**config.mk**
```make
export PLATFORM = sky130hd
export DESIGN_NAME = apvg_top
export DESIGN_NICKNAME = d
export VERILOG_FILES = /design/src/verilog/apvg_pkg.sv /design/src/verilog/apvg_top.sv
export SDC_FILE = /design/constraint.sdc
export NUM_CORES = 2
export LEC_CHECK = 0
export ABC_AREA = 1
export BUFFER_PORTS_ARGS = -buffer_cell sky130_fd_sc_hd__buf_2
export CAP_MARGIN = 25
export CORE_MARGIN = 8
export CORE_UTILIZATION = 47
export CTS_CLUSTER_DIAMETER = 100
export DETAILED_ROUTE_END_ITERATION = 8
export HOLD_SLACK_MARGIN = 0.12
export PLACE_DENSITY = 0.63
export SETUP_SLACK_MARGIN = 0.15
export SLEW_MARGIN = 25
export SYNTH_ARGS = -nofsm -noshare
export SYNTH_HDL_FRONTEND = slang
export SYNTH_SLANG_ARGS = --single-unit
export TNS_END_PERCENT = 5
```
**constraint.sdc**
```tcl
create_clock -name clock -period 13.4 [get_ports clock]
set_input_delay 0.67 -clock clock [delete_from_list [all_inputs] [get_ports clock]]
set_output_delay 0.67 -clock clock [all_outputs]
set_load 0.05 [all_outputs]
```
**src/verilog/apvg_pkg.sv**
```systemverilog
`default_nettype none
package apvg_pkg;
  // ****************************************
  // Timing
  // ****************************************
  localparam int CLK_MHZ = 100;
  localparam int PULSE_TIME_NS = 50;
  // Least pulse width, rounded up to whole cycles
  localparam logic [2:0] PULSE_CYC = 3'((PULSE_TIME_NS * CLK_MHZ + 999) / 1000);
  localparam logic [27:0] CLK_HZ = 28'h5F5_E100;
  localparam logic [39:0] US_CYCLES = 40'(CLK_MHZ);

  // ****************************************
  // Widths and limits
  // ****************************************
  localparam int RATE_W = 23;
  localparam int POS_W = 28;
  localparam logic [22:0] RATE_MAX = 23'h63_FF9C;

  // ****************************************
  // Register offsets
  // ****************************************
  localparam logic [7:0] ADDR_CFG = 8'h00;
  localparam logic [7:0] ADDR_START = 8'h04;
  localparam logic [7:0] ADDR_TARGET = 8'h08;
  localparam logic [7:0] ADDR_RAMP_US = 8'h0C;
  localparam logic [7:0] ADDR_BLEND = 8'h10;
  localparam logic [7:0] ADDR_REVISED = 8'h14;
  localparam logic [7:0] ADDR_RANGE = 8'h18;
  localparam logic [7:0] ADDR_CMD = 8'h1C;
  localparam logic [7:0] ADDR_STATUS = 8'h20;
  localparam logic [7:0] ADDR_RATE = 8'h24;
  localparam logic [7:0] ADDR_POS = 8'h28;

  // ****************************************
  // Field positions
  // ****************************************
  localparam int CFG_OUT_LSB = 0;
  localparam int CFG_IPT_LSB = 4;
  localparam int CFG_LOGIC_BIT = 6;
  localparam int CFG_SRC_BIT = 7;
  localparam int TARGET_NEG_BIT = 31;
  localparam int CMD_TRAP = 0;
  localparam int CMD_SCURVE = 1;
  localparam int CMD_CHANGE = 2;
  localparam int CMD_HALT = 3;
  localparam int CMD_EMG = 4;
  localparam int CMD_FIX = 5;
  localparam int CMD_UNFIX = 6;

  // ****************************************
  // Reset values
  // ****************************************
  localparam logic [7:0] CFG_RST = 8'h00;
  localparam logic [31:0] WORD_RST = 32'h0000_0000;

  // ****************************************
  // Encodings
  // ****************************************
  localparam logic [2:0] OUT_PD_FALL_HI = 3'h0;
  localparam logic [2:0] OUT_PD_RISE_HI = 3'h1;
  localparam logic [2:0] OUT_PD_FALL_LO = 3'h2;
  localparam logic [2:0] OUT_PD_RISE_HI2 = 3'h3;
  localparam logic [2:0] OUT_CW_FALL = 3'h4;
  localparam logic [2:0] OUT_CW_RISE = 3'h5;
  localparam logic [1:0] IPT_1X = 2'h0;
  localparam logic [1:0] IPT_2X = 2'h1;
  localparam logic [1:0] IPT_4X = 2'h2;
  localparam logic [1:0] IPT_CWCCW = 2'h3;

  typedef enum logic [1:0] {
    ST_IDLE = 2'b00,
    ST_RUN = 2'b01,
    ST_HALT = 2'b10
  } apvg_state_t;
endpackage
`default_nettype wire

```
**src/verilog/apvg_top.sv**
```systemverilog
`timescale 1ns/1ns
`default_nettype none
//Contract
// - Six selectable command pulse encodings
// - Codes 0,1: fall/rise step, dir high positive
// - Code 2 dir low positive; code 3 high
// - Codes 4,5: separate CW/CCW lines
// - Four feedback types: 1X, 2X, 4X, CW/CCW
// - Feedback polarity: normally low or high
// - Feedback type matters only with external source
// - 28-bit up/down position counter
// - Source code 0 feedback, 1 command
// - Trapezoid start ramps, holds; sign sets direction
// - S-curve start ramps, then holds rate
// - S shaping within blend span; zero pure
// - Trapezoid ramp spans programmed time, S-curve ramp longer; rates in pps
// - Speed change ramps with running profile, taken only while range fixed
// - Unfix removes the speed range limit
// - Controlled halt decelerates with running profile
// - Emergency stop halts new pulses at once; a pulse under way runs to its end
// - Current rate readable, 0 to 6553500, or 0 to range_max for commands taken while range fixed
module apvg_top
  import apvg_pkg::*;
(
  input wire logic clock,
  input wire logic rst,
  input wire logic [7:0] addr,
  input wire logic [31:0] wr_data,
  input wire logic wr_en,
  input wire logic rd_en,
  output logic [31:0] rd_data,
  input wire logic enc_a,
  input wire logic enc_b,
  output logic cmd_line_a,
  output logic cmd_line_b
);
  import apvg_pkg::*;

  // ****************************************
  // Helpers
  // ****************************************
  function automatic logic [22:0] absdiff(input logic [22:0] a, input logic [22:0] b);
    return (a > b) ? a - b : b - a;
  endfunction

  function automatic logic [22:0] lim(input logic [22:0] r, input logic fixed, input logic [22:0] top);
    logic [22:0] m;
    m = fixed ? top : RATE_MAX;
    return (r > m) ? m : r;
  endfunction

  // ****************************************
  // Registers
  // ****************************************
  logic [2:0] cfg_out_mode;
  logic [1:0] cfg_ipt;
  logic cfg_logic;
  logic cfg_src;
  logic [22:0] start_rate;
  logic [22:0] target_rate;
  logic target_neg;
  logic [31:0] ramp_us;
  logic [22:0] blend_span;
  logic [22:0] revised_rate;
  logic [22:0] range_max;
  logic range_fixed;
  logic [27:0] position;
  logic [6:0] cmd;
  logic pos_wr;

  assign cmd = (wr_en && addr == ADDR_CMD) ? wr_data[6:0] : 7'h00;
  assign pos_wr = wr_en && addr == ADDR_POS;

  // Configuration; an output code above five is refused
  always_ff @(posedge clock or posedge rst) begin
    if (rst) begin
      cfg_out_mode <= CFG_RST[2:0];
      cfg_ipt <= CFG_RST[5:4];
      cfg_logic <= CFG_RST[CFG_LOGIC_BIT];
      cfg_src <= CFG_RST[CFG_SRC_BIT];
    end else if (wr_en && addr == ADDR_CFG) begin
      if (wr_data[CFG_OUT_LSB +: 3] <= OUT_CW_RISE) begin
        cfg_out_mode <= wr_data[CFG_OUT_LSB +: 3];
      end
      cfg_ipt <= wr_data[CFG_IPT_LSB +: 2];
      cfg_logic <= wr_data[CFG_LOGIC_BIT];
      cfg_src <= wr_data[CFG_SRC_BIT];
    end
  end

  // Motion parameters
  always_ff @(posedge clock or posedge rst) begin
    if (rst) begin
      start_rate <= WORD_RST[22:0];
      target_rate <= WORD_RST[22:0];
      target_neg <= WORD_RST[0];
      ramp_us <= WORD_RST;
      blend_span <= WORD_RST[22:0];
      revised_rate <= WORD_RST[22:0];
      range_max <= WORD_RST[22:0];
    end else if (wr_en) begin
      unique case (addr)
        ADDR_START: start_rate <= wr_data[22:0];
        ADDR_TARGET: begin
          target_rate <= wr_data[22:0];
          target_neg <= wr_data[TARGET_NEG_BIT];
        end
        ADDR_RAMP_US: ramp_us <= wr_data;
        ADDR_BLEND: blend_span <= wr_data[22:0];
        ADDR_REVISED: revised_rate <= wr_data[22:0];
        ADDR_RANGE: range_max <= wr_data[22:0];
        default: ;
      endcase
    end
  end

  // Speed range pin and release
  always_ff @(posedge clock or posedge rst) begin
    if (rst) begin
      range_fixed <= 1'b0;
    end else if (cmd[CMD_FIX]) begin
      range_fixed <= 1'b1;
    end else if (cmd[CMD_UNFIX]) begin
      range_fixed <= 1'b0;
    end
  end

  // ****************************************
  // Feedback decoder
  // ****************************************
  logic [1:0] a_sync;
  logic [1:0] b_sync;
  logic a_q;
  logic b_q;
  logic a_lvl, b_lvl, a_prv, b_prv;
  logic a_rise, a_fall, b_rise, b_fall;
  logic fb_up;
  logic fb_dn;

  // Two-stage synchronisers, then one stage of history
  always_ff @(posedge clock or posedge rst) begin
    if (rst) begin
      a_sync <= 2'h0;
      b_sync <= 2'h0;
      a_q <= 1'b0;
      b_q <= 1'b0;
    end else begin
      a_sync <= {a_sync[0], enc_a};
      b_sync <= {b_sync[0], enc_b};
      a_q <= a_sync[1];
      b_q <= b_sync[1];
    end
  end

  // Normally-high lines are inverted so the active edge is a rise
  assign a_lvl = a_sync[1] ^ cfg_logic;
  assign b_lvl = b_sync[1] ^ cfg_logic;
  assign a_prv = a_q ^ cfg_logic;
  assign b_prv = b_q ^ cfg_logic;
  assign a_rise = a_lvl & ~a_prv;
  assign a_fall = ~a_lvl & a_prv;
  assign b_rise = b_lvl & ~b_prv;
  assign b_fall = ~b_lvl & b_prv;

  // Count direction per input type; A leading B counts up
  always_comb begin
    fb_up = 1'b0;
    fb_dn = 1'b0;
    unique case (cfg_ipt)
      IPT_1X: begin
        fb_up = a_rise & ~b_lvl;
        fb_dn = a_fall & ~b_lvl;
      end
      IPT_2X: begin
        fb_up = (a_rise & ~b_lvl) | (a_fall & b_lvl);
        fb_dn = (a_fall & ~b_lvl) | (a_rise & b_lvl);
      end
      IPT_4X: begin
        fb_up = (a_rise & ~b_lvl) | (a_fall & b_lvl) | (b_rise & a_lvl) | (b_fall & ~a_lvl);
        fb_dn = (a_fall & ~b_lvl) | (a_rise & b_lvl) | (b_fall & a_lvl) | (b_rise & ~a_lvl);
      end
      IPT_CWCCW: begin
        fb_up = a_rise;
        fb_dn = b_rise;
      end
    endcase
  end

  // ****************************************
  // Rate profile engine
  // ****************************************
  apvg_state_t st;
  logic scurve;
  logic dir_neg;
  logic [22:0] cur_rate;
  logic [22:0] goal;
  logic [22:0] from;
  logic [39:0] err;
  logic [39:0] t_cyc;
  logic [22:0] delta;
  logic [22:0] span_eff;
  logic in_blend;
  logic [22:0] eff;
  logic [39:0] err_sum;

  // Bresenham spread of the rate delta over the ramp time
  assign t_cyc = {8'h00, ramp_us} * US_CYCLES;
  assign delta = absdiff(goal, from);
  assign span_eff = (blend_span == 23'h00_0000) ? (delta >> 1) : blend_span;
  assign in_blend = absdiff(cur_rate, from) < span_eff || absdiff(goal, cur_rate) < span_eff;
  // Halved slope near both ends softens the jerk
  assign eff = (scurve && in_blend) ? ((delta >> 1) | 23'h00_0001) : (delta | 23'h00_0001);
  assign err_sum = err + {17'h0_0000, eff};

  // Commands, by priority: emergency, halt, change, start
  always_ff @(posedge clock or posedge rst) begin
    if (rst) begin
      st <= ST_IDLE;
      scurve <= 1'b0;
      dir_neg <= 1'b0;
      cur_rate <= 23'h00_0000;
      goal <= 23'h00_0000;
      from <= 23'h00_0000;
      err <= 40'h00_0000_0000;
    end else if (cmd[CMD_EMG]) begin
      st <= ST_IDLE;
      cur_rate <= 23'h00_0000;
      goal <= 23'h00_0000;
      err <= 40'h00_0000_0000;
    end else if (cmd[CMD_HALT] && st != ST_IDLE) begin
      st <= ST_HALT;
      goal <= 23'h00_0000;
      from <= cur_rate;
      err <= 40'h00_0000_0000;
    end else if (cmd[CMD_CHANGE] && st == ST_RUN && range_fixed) begin
      goal <= lim(revised_rate, range_fixed, range_max);
      from <= cur_rate;
      err <= 40'h00_0000_0000;
    end else if ((cmd[CMD_TRAP] || cmd[CMD_SCURVE]) && st == ST_IDLE) begin
      st <= ST_RUN;
      scurve <= ~cmd[CMD_TRAP];
      dir_neg <= target_neg;
      cur_rate <= lim(start_rate, range_fixed, range_max);
      goal <= lim(target_rate, range_fixed, range_max);
      from <= lim(start_rate, range_fixed, range_max);
      err <= 40'h00_0000_0000;
    end else if (st == ST_HALT && cur_rate == 23'h00_0000) begin
      st <= ST_IDLE;
    end else if (cur_rate != goal) begin
      if (t_cyc == 40'h00_0000_0000) begin
        cur_rate <= goal;
      end else if (err_sum >= t_cyc) begin
        cur_rate <= (goal > cur_rate) ? cur_rate + 23'h00_0001 : cur_rate - 23'h00_0001;
        err <= err_sum - t_cyc;
      end else begin
        err <= err_sum;
      end
    end
  end

  // ****************************************
  // Pulse generator
  // ****************************************
  logic [26:0] phase;
  logic [27:0] ph_sum;
  logic fire;
  logic step_go;
  logic [2:0] pulse_cnt;

  assign ph_sum = {1'b0, phase} + {5'h00, cur_rate};
  assign fire = st != ST_IDLE && ph_sum >= CLK_HZ;
  assign step_go = fire && pulse_cnt == 3'h0;

  // Phase accumulator wraps once per commanded step
  always_ff @(posedge clock or posedge rst) begin
    if (rst) begin
      phase <= 27'h000_0000;
    end else if (st == ST_IDLE) begin
      phase <= 27'h000_0000;
    end else begin
      phase <= fire ? 27'(ph_sum - CLK_HZ) : ph_sum[26:0];
    end
  end

  // Pulse timer keeps running after a stop
  always_ff @(posedge clock or posedge rst) begin
    if (rst) begin
      pulse_cnt <= 3'h0;
    end else if (step_go) begin
      pulse_cnt <= PULSE_CYC;
    end else if (pulse_cnt != 3'h0) begin
      pulse_cnt <= pulse_cnt - 3'h1;
    end
  end

  // Line encoding per output code
  always_ff @(posedge clock or posedge rst) begin
    if (rst) begin
      cmd_line_a <= 1'b1;
      cmd_line_b <= 1'b1;
    end else begin
      unique case (cfg_out_mode)
        OUT_PD_FALL_HI: begin
          cmd_line_a <= pulse_cnt == 3'h0;
          cmd_line_b <= ~dir_neg;
        end
        OUT_PD_RISE_HI: begin
          cmd_line_a <= pulse_cnt != 3'h0;
          cmd_line_b <= ~dir_neg;
        end
        OUT_PD_FALL_LO: begin
          cmd_line_a <= pulse_cnt == 3'h0;
          cmd_line_b <= dir_neg;
        end
        OUT_PD_RISE_HI2: begin
          cmd_line_a <= pulse_cnt != 3'h0;
          cmd_line_b <= ~dir_neg;
        end
        OUT_CW_FALL: begin
          cmd_line_a <= ~(pulse_cnt != 3'h0 && !dir_neg);
          cmd_line_b <= ~(pulse_cnt != 3'h0 && dir_neg);
        end
        OUT_CW_RISE: begin
          cmd_line_a <= pulse_cnt != 3'h0 && !dir_neg;
          cmd_line_b <= pulse_cnt != 3'h0 && dir_neg;
        end
        default: begin
          cmd_line_a <= 1'b1;
          cmd_line_b <= 1'b1;
        end
      endcase
    end
  end

  // ****************************************
  // Position counter
  // ****************************************
  // Software write wins over a count in the same cycle
  always_ff @(posedge clock or posedge rst) begin
    if (rst) begin
      position <= 28'h000_0000;
    end else if (pos_wr) begin
      position <= wr_data[27:0];
    end else if (cfg_src) begin
      if (step_go) begin
        position <= dir_neg ? position - 28'h000_0001 : position + 28'h000_0001;
      end
    end else if (fb_up && !fb_dn) begin
      position <= position + 28'h000_0001;
    end else if (fb_dn && !fb_up) begin
      position <= position - 28'h000_0001;
    end
  end

  // ****************************************
  // Read port
  // ****************************************
  logic [31:0] next_rd_data;

  always_comb begin
    next_rd_data = 32'h0000_0000;
    unique case (addr)
      ADDR_CFG: next_rd_data = {24'h00_0000, cfg_src, cfg_logic, cfg_ipt, 1'b0, cfg_out_mode};
      ADDR_START: next_rd_data = {9'h000, start_rate};
      ADDR_TARGET: next_rd_data = {target_neg, 8'h00, target_rate};
      ADDR_RAMP_US: next_rd_data = ramp_us;
      ADDR_BLEND: next_rd_data = {9'h000, blend_span};
      ADDR_REVISED: next_rd_data = {9'h000, revised_rate};
      ADDR_RANGE: next_rd_data = {9'h000, range_max};
      ADDR_STATUS: next_rd_data = {26'h000_0000, range_fixed, scurve, dir_neg, cur_rate != goal, st};
      ADDR_RATE: next_rd_data = {9'h000, cur_rate};
      ADDR_POS: next_rd_data = {4'h0, position};
      default: next_rd_data = 32'h0000_0000;
    endcase
  end

  // Read data stand for one cycle only
  always_ff @(posedge clock or posedge rst) begin
    if (rst) begin
      rd_data <= 32'h0000_0000;
    end else begin
      rd_data <= rd_en ? next_rd_data : 32'h0000_0000;
    end
  end

  // ****************************************
  // Assertions
  // ****************************************
  AST_EMG_HALT: assert property (@(posedge clock) disable iff (rst)
    cmd[CMD_EMG] |=> (cur_rate == 23'h00_0000 && st == ST_IDLE && !fire))
    else $error("emergency stop did not halt output");
  AST_PULSE_FINISH: assert property (@(posedge clock) disable iff (rst)
    (pulse_cnt != 3'h0) |=> (pulse_cnt == $past(pulse_cnt) - 3'h1))
    else $error("pulse cut short");
  AST_IDLE_LEVEL: assert property (@(posedge clock) disable iff (rst)
    (cfg_out_mode == OUT_PD_FALL_HI && pulse_cnt == 3'h0 && !(wr_en && addr == ADDR_CFG))
      |=> cmd_line_a && cmd_line_b == !$past(dir_neg))
    else $error("falling mode idle level wrong");
  AST_DIR_LOW: assert property (@(posedge clock) disable iff (rst)
    (cfg_out_mode == OUT_PD_FALL_LO && !(wr_en && addr == ADDR_CFG)) |=> (cmd_line_b == $past(dir_neg)))
    else $error("code 2 direction polarity wrong");
  AST_CW_LINE: assert property (@(posedge clock) disable iff (rst)
    (cfg_out_mode == OUT_CW_RISE && pulse_cnt != 3'h0 && !(wr_en && addr == ADDR_CFG))
      |=> (cmd_line_a == !$past(dir_neg) && cmd_line_b == $past(dir_neg)))
    else $error("CW/CCW line selection wrong");
  AST_CMD_COUNT: assert property (@(posedge clock) disable iff (rst)
    (cfg_src && step_go && !dir_neg && !pos_wr) |=> (position == $past(position) + 28'h000_0001))
    else $error("command pulse not counted");
  AST_FB_COUNT: assert property (@(posedge clock) disable iff (rst)
    (!cfg_src && fb_up && !fb_dn && !pos_wr) |=> (position == $past(position) + 28'h000_0001))
    else $error("feedback pulse not counted");
  AST_RATE_RANGE: assert property (@(posedge clock) disable iff (rst)
    cur_rate <= RATE_MAX)
    else $error("rate above range");
  AST_RAMP_STEP: assert property (@(posedge clock) disable iff (rst)
    (st == ST_RUN && cmd == 7'h00 && t_cyc != 40'h00_0000_0000) |=>
      (cur_rate == $past(cur_rate) || cur_rate == $past(cur_rate) + 23'h00_0001
       || cur_rate + 23'h00_0001 == $past(cur_rate)))
    else $error("ramp jumped");
  AST_START: assert property (@(posedge clock) disable iff (rst)
    (cmd[CMD_SCURVE] && !cmd[CMD_TRAP] && !cmd[CMD_EMG] && st == ST_IDLE)
      |=> (st == ST_RUN && scurve && dir_neg == $past(target_neg)))
    else $error("start not taken");
  AST_HALT_GOAL: assert property (@(posedge clock) disable iff (rst)
    (st == ST_HALT) |-> (goal == 23'h00_0000))
    else $error("halt not ramping to zero");
  COV_AT_SPEED: cover property (@(posedge clock) disable iff (rst)
    st == ST_RUN && cur_rate == goal && goal != 23'h00_0000);
  COV_HALT_DONE: cover property (@(posedge clock) disable iff (rst)
    st == ST_HALT ##1 st == ST_IDLE);
  COV_EMG_PULSE: cover property (@(posedge clock) disable iff (rst)
    cmd[CMD_EMG] && pulse_cnt != 3'h0);
endmodule
`default_nettype wire
```
* Word level (Yosys, flattened, before mapping) *
Cells that the tools add are included.

cells by class
  multiply operators = 1
  equal/unequal tests = 28
  muxes and demuxes = 57
  bitwise gates (word level) = 33
  reduce and logical (&&, ||, !) cells = 55
  order comparisons = 11
  add/sub/neg operators = 15

operators with widths
  kind                                                                                   count
  23-bit 2-to-1 mux                                                                      25
  40-bit 2-to-1 mux                                                                      8
  32-bit one-hot mux with 10 select lines                                                1
  28-bit 2-to-1 mux                                                                      6
  23-bit greater-than comparator                                                         6
  23-bit subtractor                                                                      6
  27-bit 2-to-1 mux                                                                      2
  23-bit logical NOT                                                                     2
  23-bit < comparator                                                                    2
  40-bit by 23-bit adder with 40-bit output                                              1
  40-bit by 39-bit greater-or-equal comparator with 1-bit output                         1
  40-bit logical NOT                                                                     1
  40-bit by 39-bit subtractor with 40-bit output                                         1
  32-bit by 5-bit multiplier with 37-bit output, second input constant                   1
  8-bit by 5-bit == test with 1-bit output, second input constant                        4
  32-bit 2-to-1 mux                                                                      1
  27-bit by 23-bit adder with 28-bit output                                              1
  28-bit by 1-bit adder with 28-bit output, second input constant                        1
  28-bit by 27-bit greater-or-equal comparator with 1-bit output, second input constant  1
  28-bit by 1-bit subtractor with 28-bit output, second input constant                   1
  27-bit subtractor, second input constant                                               1
  8-bit by 6-bit == test with 1-bit output, second input constant                        3
  23-bit by 1-bit adder with 23-bit output, second input constant                        1
  23-bit inequality test                                                                 1
  39 further kinds                                                                       122

storage, ports and cells
  logic and storage cells = 229
  bits in registers = 367
  bits of input ports = 46

* Longest topological paths before layout *
  depth in word-level cells = 17
  mapped depth = 70
  depth with buffers taken out = 68

* Least setup slack after synthesis *
OpenSTA, ideal clock, no wires.

  path kind = register to register
  from = reg cur_rate[1]
  to = reg cur_rate[1]
  arrival time = 7.803 ns
  cell stages (with the launch flop) = 59
  path buffers = 5
  setup slack = 5.479 ns
  data required time = 13.283 ns
  cell sequence = dfrtp_1 > inv_1 > ha_1 > nand2_1 > inv_1 > nand2_1 > nand2_1 > nand2_1 > nand2_1 > nand2_1 > nand3_1 > nand2_1 > buf_2 > buf_2 > buf_2 > mux2i_1 > xor2_1 > inv_1 > [... 23 more ...] > nand2_1 > nor2_1 > nand2_1 > nand3_1 > nand2_1 > nand2_1 > nand2_1 > nand2_1 > nand2_1 > nand3_2 > clkinv_1 > nand2_1 > nand2_1 > nand2_2 > inv_2 > buf_6 > nand2_1 > nand2_1

between the ends
  word-level cells in the longest chain between the ends = 10

RTL lines
  what                                                                                                        RTL line                          source
  start: declaration                                                                                          apvg_top.sv:195                   logic [22:0] cur_rate;
  start signal: assignment                                                                                    apvg_top.sv:243                   cur_rate <= lim(start_rate, range_fixed, range_max);
  start signal: assignment                                                                                    apvg_top.sv:251                   cur_rate <= goal;
  start signal: assignment                                                                                    apvg_top.sv:253                   cur_rate <= (goal > cur_rate) ? cur_rate + 23'h00_0001 : cur_rate - 23'h00_0001;
  23-bit subtractor (tied with other cells)                                                                   apvg_top.sv:43                    return (a > b) ? a - b : b - a;
  23-bit 2-to-1 mux (on tied branches)                                                                        apvg_top.sv:43, apvg_top.sv:253
  23-bit < comparator / 23-bit 2-to-1 mux (equally long branches)                                             apvg_top.sv:210, apvg_top.sv:252
  1-bit logical OR / 23-bit 2-to-1 mux (equally long branches)                                                apvg_top.sv:210, apvg_top.sv:250
  1-bit logical AND / 23-bit 2-to-1 mux (equally long branches)                                               apvg_top.sv:212, apvg_top.sv:249
  23-bit 2-to-1 mux (on tied branches)                                                                        apvg_top.sv:212, apvg_top.sv:247
  40-bit by 23-bit adder with 40-bit output / 23-bit 2-to-1 mux (equally long branches)                       apvg_top.sv:213, apvg_top.sv:239
  40-bit by 39-bit greater-or-equal comparator with 1-bit output / 23-bit 2-to-1 mux (equally long branches)  apvg_top.sv:252, apvg_top.sv:235
  4-bit nonzero test (no source line) / 23-bit 2-to-1 mux (equally long branches)                             --
  5-bit AND reduction (no source line) / 23-bit 2-to-1 mux (equally long branches)                            --

Parallel ways exist; a longest one is shown, timed or not. The select of a mux whose other input is x is not followed.
A chain may end at the register's enable or synchronous reset.

* Worst setup path in the final report *
  from = reg cur_rate[8]
  to = reg cur_rate[19]

Same word-level chain as after synthesis.

==> out/metrics.yaml <==
run_status: "completed"
crit_path_start_kind: "flop"
max_stage_delay_ns: 0.67
synthCells: 5989
grt_max_degree: 139
wl_um: 175000
grt_use_met3_pct: 6.80
synth-simple-area-share_pct: 27.4
core.rowCount: 106
cts_max_level: 2
p_switching_w: 0.00796
p_seq_share_pct: 12.1
ant_nets: 0
io_pins: 80
yosys_warnings: 0
cts_setup_buffers: 0
drv_slew: 0
yosysTopAreaCell: "dfrtp_1"
synth_top_cell_area_share_pct: 23.0
cts_root_buf: "clkbuf_16"
yosysUniqueCellTypes: 71
p_int_w: 0.00579
power_w: 0.0137
dp_hpwl_um: 141000
worst_path_most_repeated_cell: "nand2_1"
leakage_nw: 22.0
final_layout_size_suffix_gt1_share_pct: 4.72
nNetsFinal: 6526
clk_path_buf_depth: 3
muxShareOfSynthArea_pct: 0.362
grtUsageMet2_pct: 54.4
post-route-drc-count: 0
syn_area_mm2: 0.0398
synth_edf_count: 0
synth_fp_nets: 6531
via_per_inst: 5.94
layout_commonest_cell: "nand2_1"
drtIter0Drc: 4546
clkTransAtPathRegs_ns: 0.07
hold_class: "primary input to async pin"
clkLatencyLatePin_ns: 0.65
grt_overflow: 0
finalCritPeriodShare_pct: 87.9
synthXorXnorAreaFrac_pct: 4.18
drv_cap: 0
cts_tree: "built"
grt.busiest_layer: "met2"
avgSynthCellArea_um2: 6.64
grtUsageMet1_pct: 48.7
areaGrowthSynthToFinish_pct: 7.92
cpMaxStageDelayCell: "dfrtp_1"
ys_seq_area_share_pct: 23.1
synthAdderAreaFrac_pct: 16.3
synthFlopType: "dfrtp_1"
comb_power_share_pct: 77.6
antenna_found_initial: 9
required_ns: 13.93
grt_pass1_wl_um: 257000
pwr-share-clk_pct: 10.3
coreArea_mm2: 0.0837
power_per_cell_area_mw_per_mm2: 320
peakVddDrop_v: 0.000366
setup_tns_ns: 0
sw_frac_of_total_pct: 57.9
port_buffers: 79
synth_area_leaders: "dfrtp_1, nand2_1, ha_1"
numCtsBuffers: 48
dieHeight_um: 307
numClockSinks: 367
dr.pass1.iters: 9
start_util_pct: 47.5
synth_top_family_by_area: "simple AND/OR/NAND/NOR gates"
yosys_register_bits: 367
vias: 42500
grt_use_total_pct: 35.8
worstPathArrival_ns: 12.30
synth-compound-area-share_pct: 19.1
endpoint_kind: "flop"
post_cts_resized: 0
fmax_ghz: 0.0849
wire_per_inst_um: 24.4
setup_viol: 0
clock_skew_ns: 0.0499
worst_slack_ns: 1.63
async_flop_share_pct: 100
relSlewSlack_pct: 17.5
whs_ns: 0.134
worst_pin_slew_ns: 1.22
dpl_worst_slack_ns: 1.82
final_cell_mix: "nand2_1, inv_1, o21ai_0, nor2_1, ha_1"
fp.dieW_um: 307
globalplace.congestion: 1.08
finalCriticalPeriod_ns: 11.77
critPathKind: "flop to flop"
finalHoldViolations: 0
design.die.area_mm2: 0.0942
rsz0062_at_grt: "false"
cp_max_fo: 37
grt_pass1_vias: 39700
==> worst paths after layout <==
path | start | to | slack [ns] | cells after the start
max | cur_rate[8] | cur_rate[19] | 1.63 | 54
min | rst | position[25] | 0.13 | 2
max reg2reg | cur_rate[8] | cur_rate[19] | 1.63 | 54
min reg2reg | a_sync[0] | a_sync[1] | 0.37 | 0
max in group asynchronous | rst | from[3] | 11.15 | 4
min in group clock | wr_data[30] | ramp_us[30] | 0.26 | 2
==> cells in the mapped netlist (29+ instances only) <==
master       n
o21bai_1    29
nor4_1      33
nand3_1    271
fa_1        37
nor3_1      74
a221oi_1    34
o211ai_1    67
dfrtp_1    365
a31oi_1     29
o21ai_1     42
a21oi_1    446
nand2_1   1531
xor2_1     109
clkbuf_1   135
nor2_1     477
nand4_1    147
ha_1       459
inv_1      790
o21ai_0    549
xnor2_1     79
==> repair_timing <==
| action | CTS | global route |
|---|---|---|
| hold buffers | 2 | 0 |
| endpoints found under the hold margin | 2 | 0 |
| endpoints found under the setup margin | 0 | 0 |
==> power groups by stage <==
| stage | logic, W | clock network, W | registers (W) |
|---|---|---|---|
| final | 0.0107 | 0.00142 | 0.00166 |
| after global routing | 0.0118 | 0.00147 | 0.00168 |
| after CTS | 0.0104 | 0.00144 | 0.00165 |
| after detailed placement | 0.0104 | 0 | 0.00166 |
| after global placement | 0.0104 | 0 | 0.00166 |
| after floorplan | 0.00756 | 0 | 0.00152 |
==> flip-flops by register name, indices dropped and copies added (netlist names), 27 cells and up <==
| name | count |
|---|---|
| rd_data | 32 |
| phase | 27 |
| position | 28 |
| err | 40 |
| ramp_us | 32 |
==> metal layers <==
metal	share of wire (%)	routed length (µm)	up-vias
li1	-	-	20000
met1	43	74800	20200
met2	42	74000	1964
met3	9.0	15700	379
met4	5.7	9940	8
met5	0.030	53	-
==> critical path, delay by kind of cell (launching register included) <==
| kind | cells | cell delay, ns |
|---|---|---|
| flip-flops | 1 | 0.67 |
| adder cells (fa/ha/maj) | 4 | 1.62 |
| AO/OA/AOI/OAI | 5 | 0.95 |
| buffers and inverters | 6 | 1.86 |
| XOR/XNOR | 2 | 0.45 |
| multiplexers | 1 | 0.24 |
| AND/OR/NAND/NOR | 36 | 5.76 |
==> cells by family after synthesis <==
kind of cell	count (synthesis)
and+or+nand+nor	2598
muxes	14
buffers and inverters	980
AOI/OAI and AO/OA	1345
DFF	367
adders and majority gates	496
xor gates and xnor gates	189
==> final cells by class <==
type | count | area, µm²
antenna | 5 | 12.5
clock buffer | 63 | 1360
clock inverter | 25 | 339
fill | 8750 | 40800
inverter | 801 | 3010
multi-input combinational | 4642 | 26800
sequential | 367 | 9190
tap | 1134 | 1420
timing repair buffer | 124 | 754
==> per-stage QoR <==
step           cells  instance area, µm²  utilization, %
4_1_cts         7156               42900            51.3
6_report        7161               42900            51.3
5_1_grt         7156               42900            51.3
2_1_floorplan   5989               39800               -
3_5_place_dp    7066               41200            49.2
3_3_place_gp    7066               41200            49.2
(Power assumes the default switching activity.)
